$ cat config.mk
export PLATFORM = sky130hd
export DESIGN_NAME = raac_core
export DESIGN_NICKNAME = d
export VERILOG_FILES = /design/src/design/raac_pkg.sv /design/src/design/raac_sync.sv /design/src/design/raac_core.sv
export SDC_FILE = /design/constraint.sdc
export NUM_CORES = 1
export LEC_CHECK = 0
export ABC_AREA = 1
export BUFFER_PORTS_ARGS = -buffer_cell sky130_fd_sc_hd__buf_2
export CAP_MARGIN = 20
export CORE_ASPECT_RATIO = 2
export CORE_MARGIN = 1
export CORE_UTILIZATION = 52
export CTS_CLUSTER_DIAMETER = 50
export DETAILED_ROUTE_END_ITERATION = 6
export MAX_ROUTING_LAYER = met4
export PLACE_DENSITY = 0.78
export SYNTH_ARGS = -nofsm -noshare
export SYNTH_HDL_FRONTEND = slang
export SYNTH_HIERARCHICAL = 1
export SYNTH_SLANG_ARGS = --single-unit
$ cat constraint.sdc
create_clock -name clock -period 2.5 [get_ports clock]
set_clock_uncertainty 0.05 [all_clocks]
set_input_delay 0.25 -clock clock [delete_from_list [all_inputs] [get_ports clock]]
set_output_delay 0.25 -clock clock [all_outputs]
set_load 0.01 [all_outputs]
$ cat src/design/raac_pkg.sv
// Package for receive address activation control
// Assumes a single 100 MHz clock domain
package raac_pkg;
  localparam int CLK_PERIOD_NS = 10;
  localparam int CHAN_W = 3;
  localparam int ADDR_W = 8;
  localparam int WORD_W = 16;
  // Output word field positions
  localparam int OW_XFER_BIT = 15;
  localparam int OW_CHAN_HI = 10;
  localparam int OW_CHAN_LO = 8;
  localparam int OW_ADDR_HI = 7;
  localparam int OW_ADDR_LO = 0;
  // Input word field positions
  localparam int IW_SYNC_TOGGLE = 0;
  localparam int IW_ACTIVE = 1;
  localparam int IW_PULSE_MODE = 2;
  localparam int IW_SYNC_MONO = 3;
  localparam int IW_SYNC_ERR = 4;
  localparam int IW_PARAM_ERR = 5;
  localparam logic [WORD_W-1:0] IW_FIXED = 16'hf000;
  // Valid ranges of the receive channel and address, then reset values and config width
  localparam logic [CHAN_W-1:0] CHAN_MAX_DEF = 3'h7;
  localparam logic [ADDR_W-1:0] ADDR_MAX_DEF = 8'hc8;
  localparam logic [CHAN_W-1:0] CHAN_RESET = 3'h0;
  localparam logic [ADDR_W-1:0] ADDR_RESET = 8'h00;
  localparam int CFG_W = 8;
  localparam logic [CFG_W-1:0] CFG_RESET = 8'h00;

  typedef enum logic [1:0] {
    RAAC_INACTIVE = 2'b00,
    RAAC_WAIT_START = 2'b01,
    RAAC_RUN = 2'b11
  } raac_state_type;

  typedef struct packed {
    logic [CHAN_W-1:0] chan;
    logic [ADDR_W-1:0] addr;
  } raac_rxaddr_type;

  typedef struct packed {
    logic syncToggle;
    logic pulseMode;
    logic syncMono;
    logic syncErr;
  } raac_status_type;
endpackage : raac_pkg

$ cat src/design/raac_sync.sv
// Two-flop synchroniser for a group of asynchronous levels
// Assumes inputs come from pins outside the clock domain
`timescale 1ns/1ps
`default_nettype none
module raac_sync #(
  parameter int WIDTH = 1
) (
  input wire logic clock,
  input wire logic sys_rst,
  input wire logic [WIDTH-1:0] asyncIn,
  output logic [WIDTH-1:0] syncOut
);
  logic [WIDTH-1:0] meta_q;
  logic [WIDTH-1:0] meta_d;
  logic [WIDTH-1:0] sync_q;
  logic [WIDTH-1:0] sync_d;

  always_comb begin
    meta_d = asyncIn;
    sync_d = meta_q;
  end

  always_ff @(posedge clock or posedge sys_rst) begin
    if (sys_rst) begin
      meta_q <= '0;
      sync_q <= '0;
    end else begin
      meta_q <= meta_d;
      sync_q <= sync_d;
    end
  end

  assign syncOut = sync_q;
endmodule // raac_sync
`default_nettype wire

$ cat src/design/raac_core.sv
// Activation and receive address loading of the encoder module
// Assumes pins are asynchronous; ring and status inputs share the clock
`timescale 1ns/1ps
`default_nettype none
module raac_core
  import raac_pkg::*;
#(
  parameter logic [CHAN_W-1:0] CHAN_MAX = CHAN_MAX_DEF,
  parameter logic [ADDR_W-1:0] ADDR_MAX = ADDR_MAX_DEF
) (
  input wire logic clock,
  input wire logic sys_rst,
  input wire logic activation_switch,
  input wire logic [CHAN_W-1:0] channel_switch_bank,
  input wire logic [ADDR_W-1:0] address_switch_bank,
  input wire logic [CFG_W-1:0] configSwitches,
  input wire logic [WORD_W-1:0] host_output_word,
  input wire logic ringStartSeq,
  input wire raac_status_type encStatus,
  output raac_rxaddr_type rxAddr,
  output logic [CFG_W-1:0] configActive,
  output logic moduleActive,
  output logic pulseEnable,
  output logic ringNotActive,
  output logic paramError,
  output logic errorLed,
  output logic [WORD_W-1:0] host_input_word
);
  localparam int SYNC_W = 1 + CHAN_W + ADDR_W + CFG_W + WORD_W;

  logic [SYNC_W-1:0] syncBus;
  logic swLvl;
  logic [CHAN_W-1:0] chanSw;
  logic [ADDR_W-1:0] addrSw;
  logic [CFG_W-1:0] cfgSw;
  logic [WORD_W-1:0] outWord;
  logic xferBit;

  // Pins pass two flops first
  raac_sync #(.WIDTH(SYNC_W)) u_sync (
    .clock(clock),
    .sys_rst(sys_rst),
    .asyncIn({activation_switch, channel_switch_bank, address_switch_bank,
              configSwitches, host_output_word}),
    .syncOut(syncBus)
  );

  assign {swLvl, chanSw, addrSw, cfgSw, outWord} = syncBus;
  assign xferBit = outWord[OW_XFER_BIT];

  function automatic logic addrValid(input raac_rxaddr_type a);
    addrValid = (a.chan <= CHAN_MAX) && (a.addr <= ADDR_MAX);
  endfunction

  raac_state_type state_q, state_d;
  logic swPrev_q, swPrev_d;
  logic xferPrev_q, xferPrev_d;
  logic boot_q, boot_d;
  logic [1:0] settle_q, settle_d;
  raac_rxaddr_type rx_q, rx_d;
  logic [CFG_W-1:0] cfg_q, cfg_d;
  logic err_q, err_d;
  logic [WORD_W-1:0] iw_q, iw_d;
  logic wantActive;
  logic activating;
  raac_rxaddr_type combined;

  // Either source inactive keeps module off; bit needs switch on
  assign wantActive = swLvl & ~xferBit;

  always_comb begin
    combined.chan = chanSw | outWord[OW_CHAN_HI:OW_CHAN_LO];
    combined.addr = addrSw | outWord[OW_ADDR_HI:OW_ADDR_LO];
    activating = wantActive & ((swLvl & ~swPrev_q) | (xferPrev_q & ~xferBit));
    swPrev_d = swLvl;
    xferPrev_d = xferBit;
    // Boot load waits until the synchroniser holds real pin levels
    settle_d = {settle_q[0], 1'b0};
    boot_d = |settle_q;
    state_d = state_q;
    rx_d = rx_q;
    cfg_d = cfg_q;
    err_d = err_q;
    if (boot_q) begin
      // Power-up load from switches alone
      rx_d.chan = chanSw;
      rx_d.addr = addrSw;
      cfg_d = cfgSw;
      err_d = ~addrValid({chanSw, addrSw});
    end else if (state_q == RAAC_INACTIVE) begin
      // Deactivated: settings are tracked and taken up
      rx_d = combined;
      cfg_d = cfgSw;
      err_d = ~addrValid(combined);
    end
    case (state_q)
      RAAC_INACTIVE: begin
        if (activating || (boot_q && wantActive)) begin
          state_d = RAAC_WAIT_START;
        end
      end
      RAAC_WAIT_START: begin
        if (!wantActive) begin
          state_d = RAAC_INACTIVE;
        end else if (ringStartSeq && !err_q) begin
          state_d = RAAC_RUN;
        end
      end
      RAAC_RUN: begin
        if (!wantActive) begin
          state_d = RAAC_INACTIVE;
        end
      end
      default: state_d = RAAC_INACTIVE;
    endcase
    iw_d = IW_FIXED;
    iw_d[IW_SYNC_TOGGLE] = encStatus.syncToggle;
    iw_d[IW_ACTIVE] = (state_d != RAAC_INACTIVE);
    iw_d[IW_PULSE_MODE] = encStatus.pulseMode;
    iw_d[IW_SYNC_MONO] = encStatus.syncMono;
    iw_d[IW_SYNC_ERR] = encStatus.syncErr;
    iw_d[IW_PARAM_ERR] = err_d;
  end

  always_ff @(posedge clock or posedge sys_rst) begin
    if (sys_rst) begin
      state_q <= RAAC_INACTIVE;
      swPrev_q <= 1'b0;
      xferPrev_q <= 1'b0;
      boot_q <= 1'b1;
      settle_q <= '1;
      rx_q <= '{chan: CHAN_RESET, addr: ADDR_RESET};
      cfg_q <= CFG_RESET;
      err_q <= 1'b0;
      iw_q <= IW_FIXED;
    end else begin
      state_q <= state_d;
      swPrev_q <= swPrev_d;
      xferPrev_q <= xferPrev_d;
      boot_q <= boot_d;
      settle_q <= settle_d;
      rx_q <= rx_d;
      cfg_q <= cfg_d;
      err_q <= err_d;
      iw_q <= iw_d;
    end
  end

  assign rxAddr = rx_q;
  assign configActive = cfg_q;
  assign moduleActive = (state_q != RAAC_INACTIVE);
  assign pulseEnable = (state_q == RAAC_RUN);
  assign ringNotActive = (state_q == RAAC_INACTIVE);
  assign paramError = err_q;
  assign errorLed = err_q;
  assign host_input_word = iw_q;

  // Assertions
  property p_frozen;
    @(posedge clock) disable iff (sys_rst)
      (state_q != RAAC_INACTIVE) && $past(state_q) != RAAC_INACTIVE && !$past(boot_q)
      |-> $stable(rxAddr) && $stable(configActive);
  endproperty
  a_frozen: assert property (p_frozen) else $error("Settings changed while active");

  property p_offWhenSource;
    @(posedge clock) disable iff (sys_rst)
      !wantActive |=> !pulseEnable && ringNotActive;
  endproperty
  a_offWhenSource: assert property (p_offWhenSource) else $error("Active with source off");

  property p_bitNeedsSwitch;
    @(posedge clock) disable iff (sys_rst)
      !swLvl |=> !moduleActive;
  endproperty
  a_bitNeedsSwitch: assert property (p_bitNeedsSwitch) else $error("Active with switch off");

  property p_swSeq;
    @(posedge clock) disable iff (sys_rst)
      (state_q == RAAC_INACTIVE) && !boot_q && !swPrev_q && swLvl && !xferBit
      |=> state_q == RAAC_WAIT_START;
  endproperty
  a_swSeq: assert property (p_swSeq) else $error("Switch sequence did not activate");

  property p_swOff;
    @(posedge clock) disable iff (sys_rst)
      !swLvl [*2] |-> !pulseEnable && !host_input_word[IW_ACTIVE];
  endproperty
  a_swOff: assert property (p_swOff) else $error("Not inactive with switch off");

  property p_orLoad;
    @(posedge clock) disable iff (sys_rst)
      (state_q == RAAC_INACTIVE) && !boot_q |=> rxAddr == $past(combined);
  endproperty
  a_orLoad: assert property (p_orLoad) else $error("Address not ORed");

  property p_errFlag;
    @(posedge clock) disable iff (sys_rst)
      ##1 errorLed == host_input_word[IW_PARAM_ERR] && errorLed == !addrValid(rxAddr);
  endproperty
  a_errFlag: assert property (p_errFlag) else $error("Error flag mismatch");

  property p_waitStart;
    @(posedge clock) disable iff (sys_rst)
      $rose(moduleActive) |-> !pulseEnable;
  endproperty
  a_waitStart: assert property (p_waitStart) else $error("Pulses before start");

  property p_bitSeq;
    @(posedge clock) disable iff (sys_rst)
      (state_q == RAAC_INACTIVE) && !boot_q && xferPrev_q && !xferBit && swLvl
      |=> state_q == RAAC_WAIT_START;
  endproperty
  a_bitSeq: assert property (p_bitSeq) else $error("Control bit sequence missed");

  property p_fixed;
    @(posedge clock) disable iff (sys_rst)
      host_input_word[WORD_W-1:IW_PARAM_ERR+1] == IW_FIXED[WORD_W-1:IW_PARAM_ERR+1];
  endproperty
  a_fixed: assert property (p_fixed) else $error("Fixed input word bits wrong");

  property p_bootLoad;
    @(posedge clock) disable iff (sys_rst)
      boot_q && !(|settle_q)
      |=> rxAddr.chan == $past(chanSw) && rxAddr.addr == $past(addrSw);
  endproperty
  a_bootLoad: assert property (p_bootLoad) else $error("Boot load not from switches");

  property p_cfgLoad;
    @(posedge clock) disable iff (sys_rst)
      (state_q == RAAC_INACTIVE) && !boot_q
      |=> configActive == $past(cfgSw);
  endproperty
  a_cfgLoad: assert property (p_cfgLoad) else $error("Config switches not reloaded");

  property p_chanBits;
    @(posedge clock) disable iff (sys_rst)
      (state_q == RAAC_INACTIVE) && !boot_q
      |=> rxAddr.chan == ($past(chanSw) | $past(outWord[OW_CHAN_HI:OW_CHAN_LO]));
  endproperty
  a_chanBits: assert property (p_chanBits) else $error("Channel bits misplaced");

  property p_addrBits;
    @(posedge clock) disable iff (sys_rst)
      (state_q == RAAC_INACTIVE) && !boot_q
      |=> rxAddr.addr == ($past(addrSw) | $past(outWord[OW_ADDR_HI:OW_ADDR_LO]));
  endproperty
  a_addrBits: assert property (p_addrBits) else $error("Address bits misplaced");

  property p_bitOff;
    @(posedge clock) disable iff (sys_rst)
      xferBit
      |=> !moduleActive && !host_input_word[IW_ACTIVE];
  endproperty
  a_bitOff: assert property (p_bitOff) else $error("Active with control bit set");

  property p_runAfterStart;
    @(posedge clock) disable iff (sys_rst)
      $rose(pulseEnable)
      |-> $past(ringStartSeq) && !$past(paramError);
  endproperty
  a_runAfterStart: assert property (p_runAfterStart) else $error("Run without start");

  property p_errNoRun;
    @(posedge clock) disable iff (sys_rst)
      paramError
      |-> !pulseEnable;
  endproperty
  a_errNoRun: assert property (p_errNoRun) else $error("Pulses with bad address");

  property p_statusCopy;
    @(posedge clock) disable iff (sys_rst)
      1'b1 |=> host_input_word[IW_SYNC_TOGGLE] == $past(encStatus.syncToggle)
        && host_input_word[IW_PULSE_MODE] == $past(encStatus.pulseMode)
        && host_input_word[IW_SYNC_MONO] == $past(encStatus.syncMono)
        && host_input_word[IW_SYNC_ERR] == $past(encStatus.syncErr);
  endproperty
  a_statusCopy: assert property (p_statusCopy) else $error("Status bits wrong");

  property p_notActiveWord;
    @(posedge clock) disable iff (sys_rst)
      ringNotActive == !host_input_word[IW_ACTIVE];
  endproperty
  a_notActiveWord: assert property (p_notActiveWord) else $error("Status sources differ");

  c_run: cover property (@(posedge clock) disable iff (sys_rst) $rose(pulseEnable));
  c_err: cover property (@(posedge clock) disable iff (sys_rst) $rose(paramError));
  c_bitOff: cover property (@(posedge clock) disable iff (sys_rst) pulseEnable ##1 xferBit);
  c_boot: cover property (@(posedge clock) disable iff (sys_rst) $fell(boot_q) && moduleActive);
  c_swCycle: cover property (@(posedge clock) disable iff (sys_rst) !boot_q && !swPrev_q && swLvl);
endmodule // raac_core
`default_nettype wire

==> impl_metrics.ini, run 1 <==
[global_routing]
grt_pass1_vias = 1870
gr-usage-all-layers_pct = 19.9
grt_antenna_before_repair = 0
grt_pass1_wl_um = 8660
grt_max_degree = 55
met3_usage_pct = 5.25
grt-ovfl-total = 0
use_met1_pct = 20.8
met2_usage_pct = 32.5
busiest_layer = met2

[setup_path]
startpoint_type = register
end_kind = output pin
required_ns = 2.20
critPathMaxFanout = 4
path_class = reg -> out
cp.arrival_ns = 1.18

[die]
start_util_pct = 54.3
die_w_um = 56.6
coreArea_mm2 = 0.00571
die_h_um = 111
rows = 39
dieArea_mm2 = 0.00629
num_io_pins = 83

[cts]
cts_tree = done
cts_buffers = 9
cts.path.max_buffers = 2
cts_htree_levels = 3
postCtsSetupBuffers = 0
clock_sink_count = 96
clk_pin_slew_ns = 0.06
cts_root_buf = clkbuf_16
clock_latency_ns = 0.33

[timing]
rsz0062_at_grt = no
max_freq_ghz = 0.677
setup_viol = 0
drv_slew = 0
relSlewSlack_pct = 64.6
fin_tns_setup_ns = 0
min_period_ns = 1.48
hold_violations = 0
tightest_slew_ns = 0.531
min_period_over_period_pct = 59.1
whs_ns = 0.137

[cells_and_area]
diodes = 0
fillCellCount = 389
nNetsFinal = 370
area_delta_synth_final_pct = 32.3
final_layout_size_suffix_gt1_share_pct = 35.2

[detailed_routing]
drtPass1Iterations = 4
routed_wl_um = 5170
drt_iter0_drc = 105
drc_errors = 0
antenna_left = 0
drt-vias-per-instance = 4.66
num_vias = 1830
wire_per_inst_um = 13.2

[power]
p_leak_uw = 0.00201
peakVddDrop_mv = 0.871
power_density_mw_per_mm2 = 783

[status]
status = finished, final reports clean

[min_path]
hold_path_class = in -> reg

[logic_synthesis]
yosysWarnings = 6
syn_inst = 216
syn_area_mm2 = 0.00310
synth_area_per_cell_um2 = 14.3

[placement]
gp_congestion = 0.738
dp_hpwl_um = 3300
port_buffers = 68

[run]
drv_cap = 0
path summary, 6_finish.rpt:
check	end	slack [ns]	from	depth (start not counted)
setup reg to reg	host_input_word[5]	1.12	state_q[1]	6
hold reg to reg	u_sync/syncOut[7]	0.29	u_sync/meta_q[7]	0
min in group asynchronous	u_sync/syncOut[20]	0.36	sys_rst	3
max in group asynchronous	host_input_word[4]	1.35	sys_rst	4
hold / removal	state_q[1]	0.14	ringStartSeq	3
setup / recovery	moduleActive	1.02	state_q[0]	3
metrics by stage:
stage          util [%]  setup slack, ns  cells  power [uW]  cell area [um^2]
2_1_floorplan         -            0.602    225        1850              3130
3_3_place_gp       60.3             1.14    340        1910              3440
3_5_place_dp       60.3             1.12    340        1930              3440
4_1_cts            71.8             1.00    393        3250              4100
5_1_grt            71.8            0.959    393        3340              4100
6_report           71.8             1.02    393        3210              4100
repair_timing:
item                                   4_1_cts  5_1_grt
resized for setup                            0        0
endpoints found under the hold margin       52        0
hold buffers                                37        0
layout make-up:
cell class              instances  area [um^2]  share of cell area, %
well taps                      61         76.3                   1.86
flip-flops and latches         96         2410                   58.7
clock buffers                  14          274                   6.68
repair buffers                107          738                   18.0
clock inverters                 2         12.5                  0.305
inverters                      10         40.0                  0.977
multi-input cells             103          552                   13.5
critical path, cell delays in order (launching register included):
cell     delay [ns]
dfrtp_1        0.42
nor2_4         0.23
inv_1          0.05
buf_2          0.14
report_power, final:
part / switching (uW) / internal [uW]
logic: 129 / 118
clock network: 517 / 754
registers: 45.7 / 1650
total: 692 / 2520
metal layers:
metal,vias up,share of wire (%)
met2,59,55
li1,874,-
met5,-,0
met3,14,3.8
met4,0,3.3
met1,883,38
flip-flops by register name (all words and copies together), names as in the netlist:
| signal | count |
|---|---|
| u_sync/syncOut | 32 |
| configActive | 8 |
| swPrev_q | 1 |
| xferPrev_q | 1 |
| boot_q | 1 |
| rxAddr | 11 |
| u_sync/meta_q | 32 |
| host_input_word | 6 |
| settle_q | 2 |
| state_q | 2 |
cells in the final DEF (no fill, tap or decap), types with 2 or more instances in the layout:
master,n
clkbuf_1,2
dfrtp_1,93
nor2_1,9
nand2_1,49
inv_1,7
clkbuf_8,3
buf_2,68
conb_1,11
or2_2,2
inv_2,2
dlygate4sd3_1,37
a21oi_1,3
dfstp_2,3
a21oi_4,2
o21ai_2,11
a21oi_2,8
clkbuf_16,9
No activity file was read; power rests on OpenSTA's default activity.
==> inputs of run 2 (changes only) <==
- ABC_AREA: 1 -> 0
- CORE_UTILIZATION: 52 -> 51
- clock period: 2.5 -> 1.45 ns (I/O delays scaled with it)
==> run 2 against run 1 <==
Against the previous run:
- the flow now finishes with violations (setup timing)
- sequential power up 71%
- non-clock buffer count up 13
- die area down 2.5%
- largest cell class unchanged
- highest routed layer unchanged
==> impl_metrics.ini, run 2 <==
[power]
internal_power_uw = 4400
power_density_mw_per_mm2 = 1320
p_leak_uw = 0.00201
switching_share_pct = 20.8
p_switching_uw = 1160
peakVddDrop_mv = 1.28
p_comb_share_pct = 8.3
p_seq_share_pct = 52.1
pwr-share-clk_pct = 39.6

[timing]
hold_violations = 0
max_freq_ghz = 0.670
min_period_ns = 1.49
rsz0062_at_grt = yes
drv_slew = 0
min_period_over_period_pct = 103
setup_viol = 3
layout_setup_ws_ns = -0.0435
whs_ns = 0.0871

[status]
violations = setup timing
status = finished with violations

[cts]
cts_buffers = 9
clk_pin_slew_ns = 0.08
cts_root_buf = clkbuf_8
clock_sink_count = 96
cts_tree = done
cts.path.max_buffers = 2
cts_htree_levels = 3
clock_latency_ns = 0.36

[cells_and_area]
final_common_cell = dfrtp_1
fillCellCount = 313
seqCellArea_mm2 = 0.00241
final_cell_mix = dfrtp_1 (93), buf_2 (67), dlygate4sd3_1 (37)
finalInstanceArea_mm2 = 0.00420
area_delta_synth_final_pct = 41.9
multi_input_area_um2 = 549
final_layout_size_suffix_gt1_share_pct = 40.3
diodes = 0
nNetsFinal = 338
fin_util_pct = 76.2

[setup_path]
path_class = reg -> out
critPathMaxFanout = 4
startpoint_type = register
cp.arrival_ns = 1.30
end_kind = output pin
required_ns = 1.25

[placement]
postPlaceCellArea_mm2 = 0.00342
gp_congestion = 0.772
dp_hpwl_um = 3260
port_buffers = 68

[detailed_routing]
drt-vias-per-instance = 4.85
drtPass1Iterations = 4
routed_wl_um = 5570
antenna_left = 0
wire_per_inst_um = 15.5
drc_errors = 0
drt_iter0_drc = 37
num_vias = 1746

[die]
start_util_pct = 53.7
num_io_pins = 83
die_h_um = 110
die_w_um = 55.9
dieArea_mm2 = 0.00613
coreArea_mm2 = 0.00552
rows = 38

[global_routing]
gr-usage-all-layers_pct = 20.7
grt_pass1_wl_um = 8740
grt_antenna_before_repair = 0
grt_max_degree = 26
grt-ovfl-total = 0
grt_pass1_vias = 1817

[run]
drv_cap = 0

[min_path]
hold_path_class = in -> reg

[logic_synthesis]
synth_area_per_cell_um2 = 17.3
yosysWarnings = 6
syn_area_mm2 = 0.00296
syn_inst = 171
-- run 2: repair_timing --
item,CTS,global route
hold buffers,37,0
endpoints found under the hold margin,59,0
pin swaps,3,5
gates resized for setup,9,16
endpoints found under the setup margin,3,21
setup buffers,3,1
-- run 2: per-stage QoR --
step	cells	worst slack (ns)	power, uW	TNS, ns
after floorplan	180	-0.0125	3120	-0.0125
after global placement	303	-0.00642	3260	-0.00642
after detailed placement	303	-0.0671	3280	-0.0671
after CTS	359	-0.0571	5570	-0.204
after global routing	360	-0.0863	5780	-0.354
final	360	-0.0435	5550	-0.0994
-- run 2: final timing paths --
| path | startpoint | to | slack, ns | depth (start not counted) |
|---|---|---|---|---|
| setup reg to reg | boot_q | host_input_word[5] | -0.01 | 4 |
| hold reg to reg | u_sync/meta_q[1] | u_sync/syncOut[1] | 0.30 | 0 |
| min in group asynchronous | sys_rst | configActive[0] | 0.29 | 3 |
| setup / recovery | state_q[1] | ringNotActive | -0.04 | 4 |
| max in group asynchronous | sys_rst | boot_q | 0.55 | 4 |
| hold / removal | ringStartSeq | state_q[1] | 0.09 | 3 |
-- run 2: final cells by class --
type | count | area share (%)
sequential | 96 | 57.3
timing repair buffer | 120 | 21.0
multi-input combinational | 63 | 13.1
clock inverter | 7 | 3.39
clock buffer | 9 | 2.95
tap | 60 | 1.79
inverter | 5 | 0.536
-- run 2: power by group through the flow --
| stage | combinational (uW) | sequential, uW | clock (uW) |
|---|---|---|---|
| 3_3_place_gp | 328 | 2930 | 0 |
| 2_1_floorplan | 169 | 2950 | 0 |
| 6_report | 462 | 2890 | 2200 |
| 5_1_grt | 502 | 2910 | 2370 |
| 4_1_cts | 438 | 2890 | 2250 |
| 3_5_place_dp | 337 | 2940 | 0 |
-- run 2: metal layers --
metal	up-vias	track usage, %	routed length, um
met5	-	-	0
met4	0	12.4	161
met3	11	5.65	206
met2	52	33.7	3060
met1	879	22.7	2150
li1	804	-	-
-- run 2: critical path: stages, from the launching register on --
cell,delay (ns)
dfrtp_1,0.40
or2_4,0.28
buf_8,0.14
inv_2,0.04
buf_6,0.09
